## src/common/sbsd_pkg.sv

```systemverilog
// package for the standby and signal-detect control register bank
// assumes a management access port on the device reference clock
package sbsd_pkg;
   localparam logic [4:0]  ADDR_STANDBY_CTRL  = 5'h14;
   localparam logic [4:0]  ADDR_SYMERR_COUNT  = 5'h15;
   localparam logic [4:0]  ADDR_OPMODE_CTRL   = 5'h16;
   localparam logic [4:0]  ADDR_AFE_CTRL2     = 5'h13;
   localparam int          POS_POLARITY       = 0;
   localparam int          POS_DELAY_SEL      = 1;
   localparam int          POS_RX_TERM_OFF    = 2;
   localparam int          POS_STANDBY_EN     = 3;
   localparam int          POS_NV_ACCESS      = 4;
   localparam int          POS_MANUAL_SLEEP   = 5;
   localparam int          POS_SLEEP_METHOD   = 6;
   localparam int          POS_FILTER_OFF     = 12;
   localparam logic [15:0] STANDBY_CTRL_MASK  = 16'h007f;
   localparam logic [15:0] AFE2_NV_MASK       = 16'h0303;
   localparam logic [15:0] OPMODE_MASK        = 16'hefff;
   localparam logic [15:0] RESET_WORD         = 16'h0000;
   localparam logic [15:0] COUNT_MAX          = 16'hffff;
   localparam int          REF_CLK_MHZ        = 50;
   localparam int          DELAY_MIN_US       = 1;
   localparam int          DELAY_LONG_US      = 256;
   localparam int          DELAY_MIN_CYC      = DELAY_MIN_US * REF_CLK_MHZ;
   localparam int          DELAY_LONG_CYC     = DELAY_LONG_US * REF_CLK_MHZ;
   localparam int          STRAP_WAIT_CYC     = 3;

   typedef enum logic [1:0] {
      PWR_NORMAL,
      PWR_DRAIN,
      PWR_SLEEP
   } pwr_state_e;

   typedef struct packed {
      logic       write;
      logic       read;
      logic [4:0] addr;
      logic [15:0] wdata;
   } mgmt_req_s;
endpackage

```

## src/rtl/standby_cable_energy_indicator_control_regs.sv

```systemverilog
// standby, signal-detect, termination, symbol-error counter and filter-disable registers
// assumes mgmt requests are single-cycle strobes on REF_CLK; energy and error pins are async
//
// Contract
// - software method: manual sleep bit 1 enters standby, 0 stays normal
// - standby left only by hardware reset, never by clearing bits
// - nv access bit enables retained copy of standby reg and 13h bits 9:8,1:0
// - enable 1: permit standby, indicator tracks energy; 0: indicator forced true
// - rx termination off bit disables receive termination only
// - delay select picks minimum or increased delay before indicator deasserts
// - automatic method waits same delay before powering into standby
// - polarity bit 1 makes indicator active low; default active high
// - 16-bit error frame counter, zero at reset, clears on read
// - filter disable sets on write 1, write 0 ignored, reset from strap
// - method bit 1 software control, 0 automatic on no cable energy
`timescale 1ns/100ps
`default_nettype none
module standby_cable_energy_indicator_control_regs
   import sbsd_pkg::*;
#(
   parameter int LONG_DELAY_CYC = DELAY_LONG_CYC
) (
   input  wire logic        REF_CLK,
   input  wire logic        RST_B,
   input  wire mgmt_req_s   MGMT_REQ,
   output var  logic [15:0] MGMT_RDATA,
   output var  logic        MGMT_RVALID,
   input  wire logic        CABLE_ENERGY,
   input  wire logic        SYMBOL_ERROR_FRAME,
   input  wire logic        RECEIVE_ERROR_PIN,
   output var  logic        CABLE_ENERGY_INDICATOR,
   output var  logic        STANDBY_POWER_DOWN,
   output var  logic        RX_TERM_DISABLE,
   output var  logic        EMISSION_FILTER_ENABLE,
   output var  logic        NV_COPY_ENABLE,
   output var  logic [15:0] NV_COPY_STANDBY,
   output var  logic [3:0]  NV_COPY_AFE2
);
   logic [2:0]  sync_reg, sync_next;
   logic [15:0] standby_reg, standby_next;
   logic [15:0] opmode_reg, opmode_next;
   logic [15:0] afe2_reg, afe2_next;
   logic [15:0] count_reg, count_next;
   logic [1:0]  strap_cnt_reg, strap_cnt_next;
   logic        strap_done_reg, strap_done_next;
   logic [31:0] delay_reg, delay_next;
   logic        energy_seen_reg, energy_seen_next;
   logic        err_last_reg, err_last_next;
   pwr_state_e  pwr_reg, pwr_next;
   logic [15:0] rdata_reg, rdata_next;
   logic        rvalid_reg, rvalid_next;
   logic        ind_next;
   logic        energy_s, err_s, strap_s, err_rise;
   logic [31:0] delay_target;
   logic        strap_take;
   logic        pdown_next, term_off_next, filter_en_next, nv_en_next;
   logic [15:0] nv_std_next;
   logic [3:0]  nv_afe2_next;

   // two flops for each async pin: [0] energy, [1] error, [2] strap
   logic [2:0] meta_reg;
   always_ff @(posedge REF_CLK or negedge RST_B) begin
      if (!RST_B) begin
         meta_reg <= 3'h0;
         sync_reg <= 3'h0;
      end else begin
         meta_reg <= {RECEIVE_ERROR_PIN, SYMBOL_ERROR_FRAME, CABLE_ENERGY};
         sync_reg <= sync_next;
      end
   end
   always_comb begin
      sync_next = meta_reg;
   end
   assign energy_s = sync_reg[0];
   assign err_s    = sync_reg[1];
   assign strap_s  = sync_reg[2];
   assign err_rise = err_s & ~err_last_reg;
   assign delay_target = standby_reg[POS_DELAY_SEL] ? 32'(LONG_DELAY_CYC)
                                                     : 32'(DELAY_MIN_CYC);

   // strap caught a few clocks after release, once the sync chain holds it
   always_comb begin
      strap_cnt_next  = strap_cnt_reg;
      strap_done_next = strap_done_reg;
      strap_take      = 1'b0;
      if (!strap_done_reg) begin
         if (strap_cnt_reg == 2'(STRAP_WAIT_CYC)) begin
            strap_done_next = 1'b1;
            strap_take      = 1'b1;
         end else begin
            strap_cnt_next = strap_cnt_reg + 2'h1;
         end
      end
   end

   always_ff @(posedge REF_CLK or negedge RST_B) begin
      if (!RST_B) begin
         strap_cnt_reg  <= 2'h0;
         strap_done_reg <= 1'b0;
      end else begin
         strap_cnt_reg  <= strap_cnt_next;
         strap_done_reg <= strap_done_next;
      end
   end

   always_comb begin
      standby_next     = standby_reg;
      opmode_next      = opmode_reg;
      afe2_next        = afe2_reg;
      count_next       = count_reg;
      err_last_next    = err_s;
      rdata_next       = rdata_reg;
      rvalid_next      = 1'b0;
      // a write to the mode register before this may be overwritten
      if (strap_take) begin
         opmode_next[POS_FILTER_OFF] = strap_s;
      end
      // counter: an error frame in the read cycle survives as the new count
      if (err_rise && count_reg != COUNT_MAX) begin
         count_next = count_reg + 16'h0001;
      end
      if (MGMT_REQ.read) begin
         rvalid_next = 1'b1;
         if (MGMT_REQ.addr == ADDR_STANDBY_CTRL) begin
            rdata_next = standby_reg;
         end else if (MGMT_REQ.addr == ADDR_SYMERR_COUNT) begin
            rdata_next = count_reg;
            count_next = err_rise ? 16'h0001 : RESET_WORD;
         end else if (MGMT_REQ.addr == ADDR_OPMODE_CTRL) begin
            rdata_next = opmode_reg;
         end else if (MGMT_REQ.addr == ADDR_AFE_CTRL2) begin
            rdata_next = afe2_reg;
         end else begin
            rdata_next = RESET_WORD;
         end
      end else if (MGMT_REQ.write) begin
         if (MGMT_REQ.addr == ADDR_STANDBY_CTRL) begin
            standby_next = MGMT_REQ.wdata & STANDBY_CTRL_MASK;
         end else if (MGMT_REQ.addr == ADDR_OPMODE_CTRL) begin
            opmode_next = (MGMT_REQ.wdata & OPMODE_MASK)
                        | (opmode_reg & ~OPMODE_MASK)
                        | (MGMT_REQ.wdata & ~OPMODE_MASK);
         end else if (MGMT_REQ.addr == ADDR_AFE_CTRL2) begin
            afe2_next = MGMT_REQ.wdata & AFE2_NV_MASK;
         end
      end
   end

   // signal-detect deassertion delay; counter parks at the target
   always_comb begin
      delay_next       = delay_reg;
      energy_seen_next = energy_seen_reg;
      if (energy_s) begin
         delay_next       = 32'h0;
         energy_seen_next = 1'b1;
      end else if (delay_reg < delay_target) begin
         delay_next = delay_reg + 32'h1;
      end else begin
         energy_seen_next = 1'b0;
      end
   end

   always_ff @(posedge REF_CLK or negedge RST_B) begin
      if (!RST_B) begin
         delay_reg       <= 32'h0;
         energy_seen_reg <= 1'b0;
      end else begin
         delay_reg       <= delay_next;
         energy_seen_reg <= energy_seen_next;
      end
   end

   // standby sequencing; sleep is a trap state left only by reset
   always_comb begin
      pwr_next = pwr_reg;
      case (pwr_reg)
         PWR_NORMAL: begin
            if (standby_reg[POS_STANDBY_EN]) begin
               if (standby_reg[POS_SLEEP_METHOD]) begin
                  if (standby_reg[POS_MANUAL_SLEEP]) begin
                     pwr_next = PWR_SLEEP;
                  end
               end else if (!energy_s) begin
                  pwr_next = PWR_DRAIN;
               end
            end
         end
         PWR_DRAIN: begin
            if (energy_s || !standby_reg[POS_STANDBY_EN] || standby_reg[POS_SLEEP_METHOD]) begin
               pwr_next = PWR_NORMAL;
            end else if (!energy_seen_next) begin
               pwr_next = PWR_SLEEP;
            end
         end
         PWR_SLEEP: begin
            pwr_next = PWR_SLEEP;
         end
         default: begin
            pwr_next = PWR_NORMAL;
         end
      endcase
      // forced true when disabled, else delayed energy, then polarity
      ind_next = (standby_reg[POS_STANDBY_EN] ? energy_seen_next : 1'b1)
               ^ standby_reg[POS_POLARITY];
   end

   always_ff @(posedge REF_CLK or negedge RST_B) begin
      if (!RST_B) begin
         pwr_reg <= PWR_NORMAL;
      end else begin
         pwr_reg <= pwr_next;
      end
   end

   // register file and counter group
   always_ff @(posedge REF_CLK or negedge RST_B) begin
      if (!RST_B) begin
         standby_reg  <= RESET_WORD;
         opmode_reg   <= RESET_WORD;
         afe2_reg     <= RESET_WORD;
         count_reg    <= RESET_WORD;
         err_last_reg <= 1'b0;
         rdata_reg    <= RESET_WORD;
         rvalid_reg   <= 1'b0;
      end else begin
         standby_reg  <= standby_next;
         opmode_reg   <= opmode_next;
         afe2_reg     <= afe2_next;
         count_reg    <= count_next;
         err_last_reg <= err_last_next;
         rdata_reg    <= rdata_next;
         rvalid_reg   <= rvalid_next;
      end
   end

   // pin images taken from next values so register writes show one cycle later; power down and indicator show two cycles later
   always_comb begin
      pdown_next     = (pwr_next == PWR_SLEEP);
      term_off_next  = standby_next[POS_RX_TERM_OFF];
      filter_en_next = ~opmode_next[POS_FILTER_OFF];
      nv_en_next     = standby_next[POS_NV_ACCESS];
      nv_std_next    = 16'h0000;
      nv_afe2_next   = 4'h0;
      // retained copy hidden unless access is enabled
      if (standby_next[POS_NV_ACCESS]) begin
         nv_std_next  = standby_next;
         nv_afe2_next = {afe2_next[9:8], afe2_next[1:0]};
      end
   end

   always_ff @(posedge REF_CLK or negedge RST_B) begin
      if (!RST_B) begin
         CABLE_ENERGY_INDICATOR <= 1'b1;
         STANDBY_POWER_DOWN     <= 1'b0;
         RX_TERM_DISABLE        <= 1'b0;
         EMISSION_FILTER_ENABLE <= 1'b1;
         NV_COPY_ENABLE         <= 1'b0;
         NV_COPY_STANDBY        <= 16'h0000;
         NV_COPY_AFE2           <= 4'h0;
      end else begin
         CABLE_ENERGY_INDICATOR <= ind_next;
         STANDBY_POWER_DOWN     <= pdown_next;
         RX_TERM_DISABLE        <= term_off_next;
         EMISSION_FILTER_ENABLE <= filter_en_next;
         NV_COPY_ENABLE         <= nv_en_next;
         NV_COPY_STANDBY        <= nv_std_next;
         NV_COPY_AFE2           <= nv_afe2_next;
      end
   end

   assign MGMT_RDATA  = rdata_reg;
   assign MGMT_RVALID = rvalid_reg;
endmodule
`default_nettype wire

```

## config.mk

```make
export PLATFORM = sky130hd
export DESIGN_NAME = standby_cable_energy_indicator_control_regs
export DESIGN_NICKNAME = d
export VERILOG_FILES = /design/src/common/sbsd_pkg.sv /design/src/rtl/standby_cable_energy_indicator_control_regs.sv
export SDC_FILE = /design/constraint.sdc
export NUM_CORES = 1
export LEC_CHECK = 0
export ABC_AREA = 1
export BUFFER_PORTS_ARGS = -buffer_cell sky130_fd_sc_hd__buf_4
export CORE_ASPECT_RATIO = 1.75
export CORE_MARGIN = 2
export CORE_UTILIZATION = 30
export DETAILED_ROUTE_END_ITERATION = 12
export GPL_TIMING_DRIVEN = 0
export PLACE_DENSITY = 0.49
export SLEW_MARGIN = 20
export SYNTH_ARGS = -nofsm -noshare
export SYNTH_HDL_FRONTEND = slang
export SYNTH_SLANG_ARGS = --single-unit
export TNS_END_PERCENT = 5
```

## constraint.sdc

```tcl
create_clock -name REF_CLK -period 5.3 [get_ports REF_CLK]
set_clock_uncertainty 0.05 [all_clocks]
set_input_delay 0.795 -clock REF_CLK [delete_from_list [all_inputs] [get_ports REF_CLK]]
set_output_delay 0.795 -clock REF_CLK [all_outputs]
set_load 0.01 [all_outputs]
```

==> tab_implementation.tex, run 1 <==
\begin{tabular}{lr}
\hline
Metric & Value \\
\hline
\multicolumn{2}{l}{\textbf{STA}} \\
Unrepaired setup endpoints after global routing & false \\
Final worst-path setup slack & 3.14 ns \\
Total Negative Setup Slacks & 0 ns \\
Final Cycle Share & 40.8\% \\
Transition at the pin with the smallest max-transition slack & 0.673 ns \\
Finish-stage setup viols & 0 \\
Final Hold Violating Endpoints & 0 \\
Max\_slew headroom & 55.2\% \\
Max-slew violations & 0 \\
Post-layout min period & 2.16 ns \\
Highest attainable clock frequency & 0.463 GHz \\
\multicolumn{2}{l}{\textbf{CTS}} \\
Number of cells upsized or downsized after cts & 0 \\
Worst skew pair latency & 0.43 ns \\
H-Tree Level Count & 4 \\
Quantity of hold-fixing buffers added after cts & 0 \\
TritonCTS sink count & 136 \\
Clock tree buffer depth & 2 \\
Number of buffers created by CTS & 17 \\
Clock-pin slew on the worst setup and hold paths & 0.06 ns \\
CTS tree & done \\
Setup Buffers After CTS & 0 \\
CTS root buf & clkbuf\_16 \\
\multicolumn{2}{l}{\textbf{Pwr}} \\
Power per cell area & 383 nW/um\^{}2 \\
Relative contribution of sequential cells to total power & 44.6\% \\
Part of the power in combinational logic & 16.2\% \\
Sw Share & 29.5\% \\
Max IR drop VDD & 177 uV \\
Internal portion of total power & 2.05 mW \\
Power dissipated by switching net loads & 858 uW \\
Proportion of power drawn by the clock network & 39.3\% \\
Leakage power & 3.74 nW \\
\multicolumn{2}{l}{\textbf{Route}} \\
Wire length reported by the detailed router & 16500 microns \\
DRT iter0 DRCs & 166 \\
Remaining antenna violation count after routing & 0 \\
Via/cell ratio & 4.61 \\
Drt wl/cell & 15.1 microns \\
Drt pass-1 iters & 4 \\
Via total after detailed routing & 5048 \\
DR DRC count & 0 \\
\multicolumn{2}{l}{\textbf{Synth}} \\
Post-synthesis net count & 781 \\
Average cell area after synthesis & 8.28 sq um \\
Distinct cell type count after synthesis & 39 \\
Post-synth design cell area & 6170 sq um \\
Area fraction of the dominant cell type after synthesis & 54.4\% \\
Gate count after technology mapping & 745 \\
Largest cells by area after synthesis & dfrtp\_1, nand2\_1, nor2\_1 \\
Cell type with the highest aggregate area in the netlist & dfrtp\_1 \\
Ys Warns & 0 \\
Sequential fraction of the synthesis area & 55.2\% \\
Register bit total from synthesis & 136 \\
\multicolumn{2}{l}{\textbf{Layout}} \\
Commonest cells after routing, fill and taps aside & nand2\_1, dfrtp\_1, nor2\_1, inv\_1, buf\_4 \\
Number of diodes added for antenna fixing & 0 \\
Most common library cell in the layout ignoring fill and taps & nand2\_1 \\
Core Util, Final & 37.6\% \\
Fraction of layout cells with a size suffix above 1 & 16.5\% \\
Fill count & 2182 \\
Area overhead of the layout relative to synthesis & 23.2\% \\
Final Net Count & 870 \\
Flip-flop count of the largest register after layout & 32 \\
\multicolumn{2}{l}{\textbf{Setup path}} \\
Worst path arrival time & 2.42 ns \\
CP startpoint kind & flop \\
Data required time of the critical path & 5.56 ns \\
Kind of capture point of the worst setup path & flop \\
Critical path fanouts, max & 10 \\
Setup Crit Path Kind & flop to flop \\
\multicolumn{2}{l}{\textbf{Global routing}} \\
First-pass GRT wire length & 27300 microns \\
Overall global routing resource usage & 16.3\% \\
Via count of the first global-routing pass & 5167 \\
Largest net degree at the start of global routing & 85 \\
Antenna violations before repair & 0 \\
Global route overflow & 0 \\
\multicolumn{2}{l}{\textbf{Floorplanning}} \\
Core ar. & 20200 sq um \\
Count of boundary I/O pins & 70 \\
Placement Rows & 69 \\
Die Y & 194 microns \\
Die Outline Area & 21800 sq um \\
Starting Density & 30.5\% \\
Width of the die & 112 microns \\
\multicolumn{2}{l}{\textbf{Flow run}} \\
Max-Cap Viols & 0 \\
\multicolumn{2}{l}{\textbf{Placed design}} \\
Routability congestion estimate & 0.907 \\
Half-perimeter wire length after placement & 12300 microns \\
Post-placement worst setup slack & 2.84 ns \\
Number of buffers inserted by port buffering & 69 \\
\multicolumn{2}{l}{\textbf{Worst hold path}} \\
Hold/Removal Path Class & flop to flop \\
\multicolumn{2}{l}{\textbf{Outcome}} \\
Status & completed \\
\hline
\end{tabular}
[per-layer routing]
layer	track usage [%]	part of all wire, %
met5	0	0
met3	3.38	2.9
met4	7.05	3.1
met2	29.7	55
met1	18.0	39
[cell usage after synthesis (all sizes together)]
| cell | n |
|---|---|
| dfstp | 2 |
| xor2 | 12 |
| xnor2 | 1 |
| nand3 | 32 |
| or2 | 2 |
| a31o | 1 |
| o21ai | 52 |
| nand3b | 1 |
| nor2 | 99 |
| nand4 | 12 |
| a31oi | 2 |
| clkbuf | 4 |
| clkinv | 4 |
| o21bai | 2 |
| ha | 8 |
| a211oi | 1 |
| a21o | 1 |
| o2111ai | 1 |
| dfrtp | 134 |
| buf | 16 |
| nor3 | 24 |
| mux2i | 1 |
| a21oi | 23 |
| inv | 93 |
| nand2 | 217 |
[logic make-up after synthesis]
family                   count (synthesis)  synth area share, %
AO/OA/AOI/OAI                           83                 7.18
flip-flops                             136                 55.2
AND/OR/NAND/NOR                        387                 26.2
adder cells (fa/ha/maj)                  8                 1.62
multiplexers                             1                0.162
XOR/XNOR                                13                 1.85
buffers and inverters                  117                 7.79
[worst max-delay path: stages (launching register included)]
cell and delay [ns]:
dfrtp_1 0.41, inv_1 0.24, ha_1 0.30, nand2_1 0.07, nand3_1 0.09, a21oi_2 0.24
nand3_2 0.18, nand2_2 0.12, buf_6 0.17, inv_4 0.06, nand2_1 0.05, o21ai_1 0.06
[power groups by stage]
| stage | sequential (mW) | clock, mW | combinational (mW) |
|---|---|---|---|
| floorplan | 1.31 | 0 | 0.265 |
| global placement | 1.32 | 0 | 0.471 |
| detailed placement | 1.32 | 0 | 0.480 |
| CTS | 1.30 | 1.17 | 0.482 |
| global route | 1.32 | 1.22 | 0.539 |
| finish | 1.30 | 1.14 | 0.471 |
[final timing paths]
check                                              start                               end  slack, ns  cells after the start
worst min-delay path               meta_reg[0]$_DFF_PN0_             sync_reg[0]$_DFF_PN0_       0.30                      0
worst max register to register  standby_reg[1]$_DFF_PN0_          delay_reg[7]$_DFFE_PN0P_       3.14                     11
worst max-delay path            standby_reg[1]$_DFF_PN0_          delay_reg[7]$_DFFE_PN0P_       3.14                     11
min in group asynchronous                          RST_B     NV_COPY_STANDBY[12]$_DFF_PN0_       0.31                      1
worst min register to register     meta_reg[0]$_DFF_PN0_             sync_reg[0]$_DFF_PN0_       0.30                      0
max in group asynchronous                          RST_B  CABLE_ENERGY_INDICATOR$_DFF_PN1_       4.12                      2
[stage by stage]
step           total power [mW]  hold slack, ns  cells  area [sq um]
2_1_floorplan              1.57           0.281    745          6170
4_1_cts                    2.95           0.301   1095          7600
6_report                   2.91           0.298   1095          7600
3_5_place_dp               1.80           0.287   1063          7030
5_1_grt                    3.08           0.304   1095          7600
3_3_place_gp               1.79           0.283   1062          7000
[cell type report]
type                            count  area [sq um]  share of cell area [%]
Multi-Input combinational cell    492          2280                    30.0
Clock buffer                       22           474                    6.24
Clock inverter                     10          93.8                    1.23
Sequential cell                   136          3410                    44.8
Buffer                             20           114                    1.50
Tap cell                          248           310                    4.08
Inverter                           97           367                    4.82
Timing Repair Buffer               70           553                    7.28
No activity file was read; power rests on OpenSTA's default activity.
==> inputs of run 2 (changes only) <==
clock period = 2.05 ns   (was 5.3 ns; I/O delays follow)
==> tab_implementation.tex, run 2 (synthesized netlist as in run 1, its figures left out) <==
\begin{tabular}{lr}
\hline
Metric & Value \\
\hline
\multicolumn{2}{l}{\textbf{Flow run}} \\
Max-Cap Viols & 0 (unchanged) \\
\multicolumn{2}{l}{\textbf{CTS}} \\
CTS tree & done \\
Worst skew pair latency & 0.42 ns (about the same) \\
Clock-pin slew on the worst setup and hold paths & 0.06 ns (about the same) \\
CTS root buf & clkbuf\_16 \\
Clock tree buffer depth & 2 (unchanged) \\
H-Tree Level Count & 4 (unchanged) \\
TritonCTS sink count & 136 (unchanged) \\
Number of buffers created by CTS & 17 (unchanged) \\
\multicolumn{2}{l}{\textbf{STA}} \\
Max-slew violations & 0 (unchanged) \\
Transition at the pin with the smallest max-transition slack & 0.680 ns (+0.00784 ns) \\
Unrepaired setup endpoints after global routing & true \\
Highest attainable clock frequency & 0.515 GHz (+11\%) \\
WHS & 0.0242 ns (-0.274 ns) \\
Final Hold Violating Endpoints & 0 (unchanged) \\
Max\_slew headroom & 54.6\% (-0.52 points) \\
Final Cycle Share & 94.8\% (+54 points) \\
Finish-stage setup viols & 0 (unchanged) \\
Post-layout min period & 1.94 ns (-0.217 ns) \\
\multicolumn{2}{l}{\textbf{Setup path}} \\
Master of the slowest instance on the critical path & dfrtp\_1 \\
CP startpoint kind & flop \\
CP Cell Sequence & inv\_4 > ha\_1 > nand2\_1 > nor2\_4 > inv\_1 > nor2\_1 > nand2\_2 > nand3\_4 > nand2\_2 > buf\_8 > inv\_4 > nand2\_1 > o21ai\_1 \\
Critical path fanouts, max & 10 (unchanged) \\
Kind of capture point of the worst setup path & flop \\
Setup Crit Path Kind & flop to flop \\
Worst path arrival time & 2.24 ns (-0.18 ns) \\
Buffers and inverters on the worst path & 4 (+1) \\
Data required time of the critical path & 2.35 ns (-3.21 ns) \\
Worst path max stage delay & 0.39 ns (-0.02 ns) \\
Reg-to-reg setup timing slack & 0.11 ns (-3.03 ns) \\
Worst path top cell family by delay & simple AND/OR/NAND/NOR gates \\
\multicolumn{2}{l}{\textbf{Layout}} \\
Most common library cell in the layout ignoring fill and taps & nand2\_1 \\
Core Util, Final & 38.2\% (+0.63 points) \\
Area overhead of the layout relative to synthesis & 25.3\% \\
Commonest cells after routing, fill and taps aside & nand2\_1, dfrtp\_1, nor2\_1, inv\_1, buf\_4 \\
Number of diodes added for antenna fixing & 0 (unchanged) \\
Flip-flop count of the largest register after layout & 32 (unchanged) \\
Final Net Count & 878 (+0.92\%) \\
Fraction of layout cells with a size suffix above 1 & 17.7\% (+1.1 points) \\
\multicolumn{2}{l}{\textbf{Global routing}} \\
Largest net degree at the start of global routing & 85 (unchanged) \\
Global-route track usage on met2 & 29.7\% (+0.067 points) \\
GRT Max-Usage Layer & met2 \\
Routing usage on met3 & 3.38\% (unchanged) \\
Antenna violations before repair & 0 (unchanged) \\
First-pass GRT wire length & 27300 microns (+0.15\%) \\
Global route overflow & 0 (unchanged) \\
GRT met1 Usage & 18.0\% (unchanged) \\
Via count of the first global-routing pass & 5179 (+0.23\%) \\
Overall global routing resource usage & 16.3\% (+0.020 points) \\
\multicolumn{2}{l}{\textbf{Route}} \\
DR DRC count & 0 (unchanged) \\
Via total after detailed routing & 5065 (+0.34\%) \\
Via/cell ratio & 4.59 (-0.39\%) \\
DRT iter0 DRCs & 187 (+13\%) \\
Drt pass-1 iters & 4 (unchanged) \\
Remaining antenna violation count after routing & 0 (unchanged) \\
Wire length reported by the detailed router & 16600 microns (+0.41\%) \\
Drt wl/cell & 15.1 microns (-0.32\%) \\
\multicolumn{2}{l}{\textbf{Floorplanning}} \\
Starting Density & 30.5\% (unchanged) \\
Die Y & 194 microns (unchanged) \\
Width of the die & 112 microns (unchanged) \\
Count of boundary I/O pins & 70 (unchanged) \\
Placement Rows & 69 (unchanged) \\
Core ar. & 20200 sq um (unchanged) \\
Die Outline Area & 21800 sq um (unchanged) \\
\multicolumn{2}{l}{\textbf{Outcome}} \\
Status & completed \\
\multicolumn{2}{l}{\textbf{Placed design}} \\
Number of buffers inserted by port buffering & 69 (unchanged) \\
Routability congestion estimate & 0.907 (unchanged) \\
Half-perimeter wire length after placement & 12300 microns (unchanged) \\
\multicolumn{2}{l}{\textbf{Pwr}} \\
Max IR drop VDD & 464 uV (+160\%) \\
Leakage power & 3.77 nW (+0.99\%) \\
Power per cell area & 977 nW/um\^{}2 (+150\%) \\
\multicolumn{2}{l}{\textbf{Worst hold path}} \\
Hold/Removal Path Class & primary input to flop \\
\hline
\end{tabular}
==> run 2: power by group <==
part | leakage (nW) | switching, mW | total, mW | internal, mW
clock | 0.272 | 1.19 | 2.95 | 1.76
combinational | 1.85 | 0.734 | 1.24 | 0.505
sequential | 1.65 | 0.299 | 3.36 | 3.06
total | 3.77 | 2.22 | 7.55 | 5.32
==> run 2: metrics by stage <==
stage | worst slack [ns] | TNS (ns) | instances | power, mW | cell area, sq um
after floorplan | 0.314 | 0 | 745 | 4.06 | 6170
after global placement | -0.121 | -6.68 | 1062 | 4.62 | 7000
after detailed placement | -0.134 | -1.26 | 1063 | 4.64 | 7030
after CTS | 0.0178 | 0 | 1100 | 7.64 | 7650
after global routing | -0.0557 | -0.230 | 1103 | 7.98 | 7720
final | 0.107 | 0 | 1103 | 7.55 | 7720
==> run 2: repair_timing <==
item / 4_1_cts / 5_1_grt
hold endpoints to repair: 85 / 0
setup endpoints to repair: 20 / 19
setup buffers: 1 / 3
pin swaps: 1 / 3
gates cloned: 0 / 0
hold buffers: 4 / 0
gates resized for setup: 2 / 11
==> run 2: layout make-up <==
type                    instances  area [sq um]
fillers                      2167         12500
flip-flops and latches        136          3410
multi-input cells             492          2330
repair buffers                 78           627
clock buffers                  22           474
inverters                      97           369
well taps                     248           310
plain buffers                  20           118
clock inverters                10          93.8
==> run 2: worst min-delay path: stages <==
cell and delay [ns]:
buf_4 0.07, nand2_1 0.04, nand2_1 0.04
==> run 2: metal layers <==
layer | share of wire [%] | wire (microns) | up-vias
met5 | 0 | 0 | -
met4 | 3.0 | 490 | 0
met3 | 2.6 | 426 | 23
met2 | 55 | 9180 | 76
met1 | 39 | 6510 | 2440
li1 | - | - | 2526
==> run 2: path summary, 6_finish.rpt <==
path / cells past startpoint / to / start
worst max register to register: 13 / delay_reg[7]$_DFFE_PN0P_ / standby_reg[1]$_DFF_PN0_
worst max-delay path: 13 / delay_reg[7]$_DFFE_PN0P_ / standby_reg[1]$_DFF_PN0_
max in group asynchronous: 3 / CABLE_ENERGY_INDICATOR$_DFF_PN1_ / RST_B
worst min-delay path: 3 / opmode_reg[13]$_DFFE_PN0P_ / MGMT_REQ[13]
min in group asynchronous: 2 / NV_COPY_STANDBY[12]$_DFF_PN0_ / RST_B
worst min register to register: 0 / sync_reg[0]$_DFF_PN0_ / meta_reg[0]$_DFF_PN0_
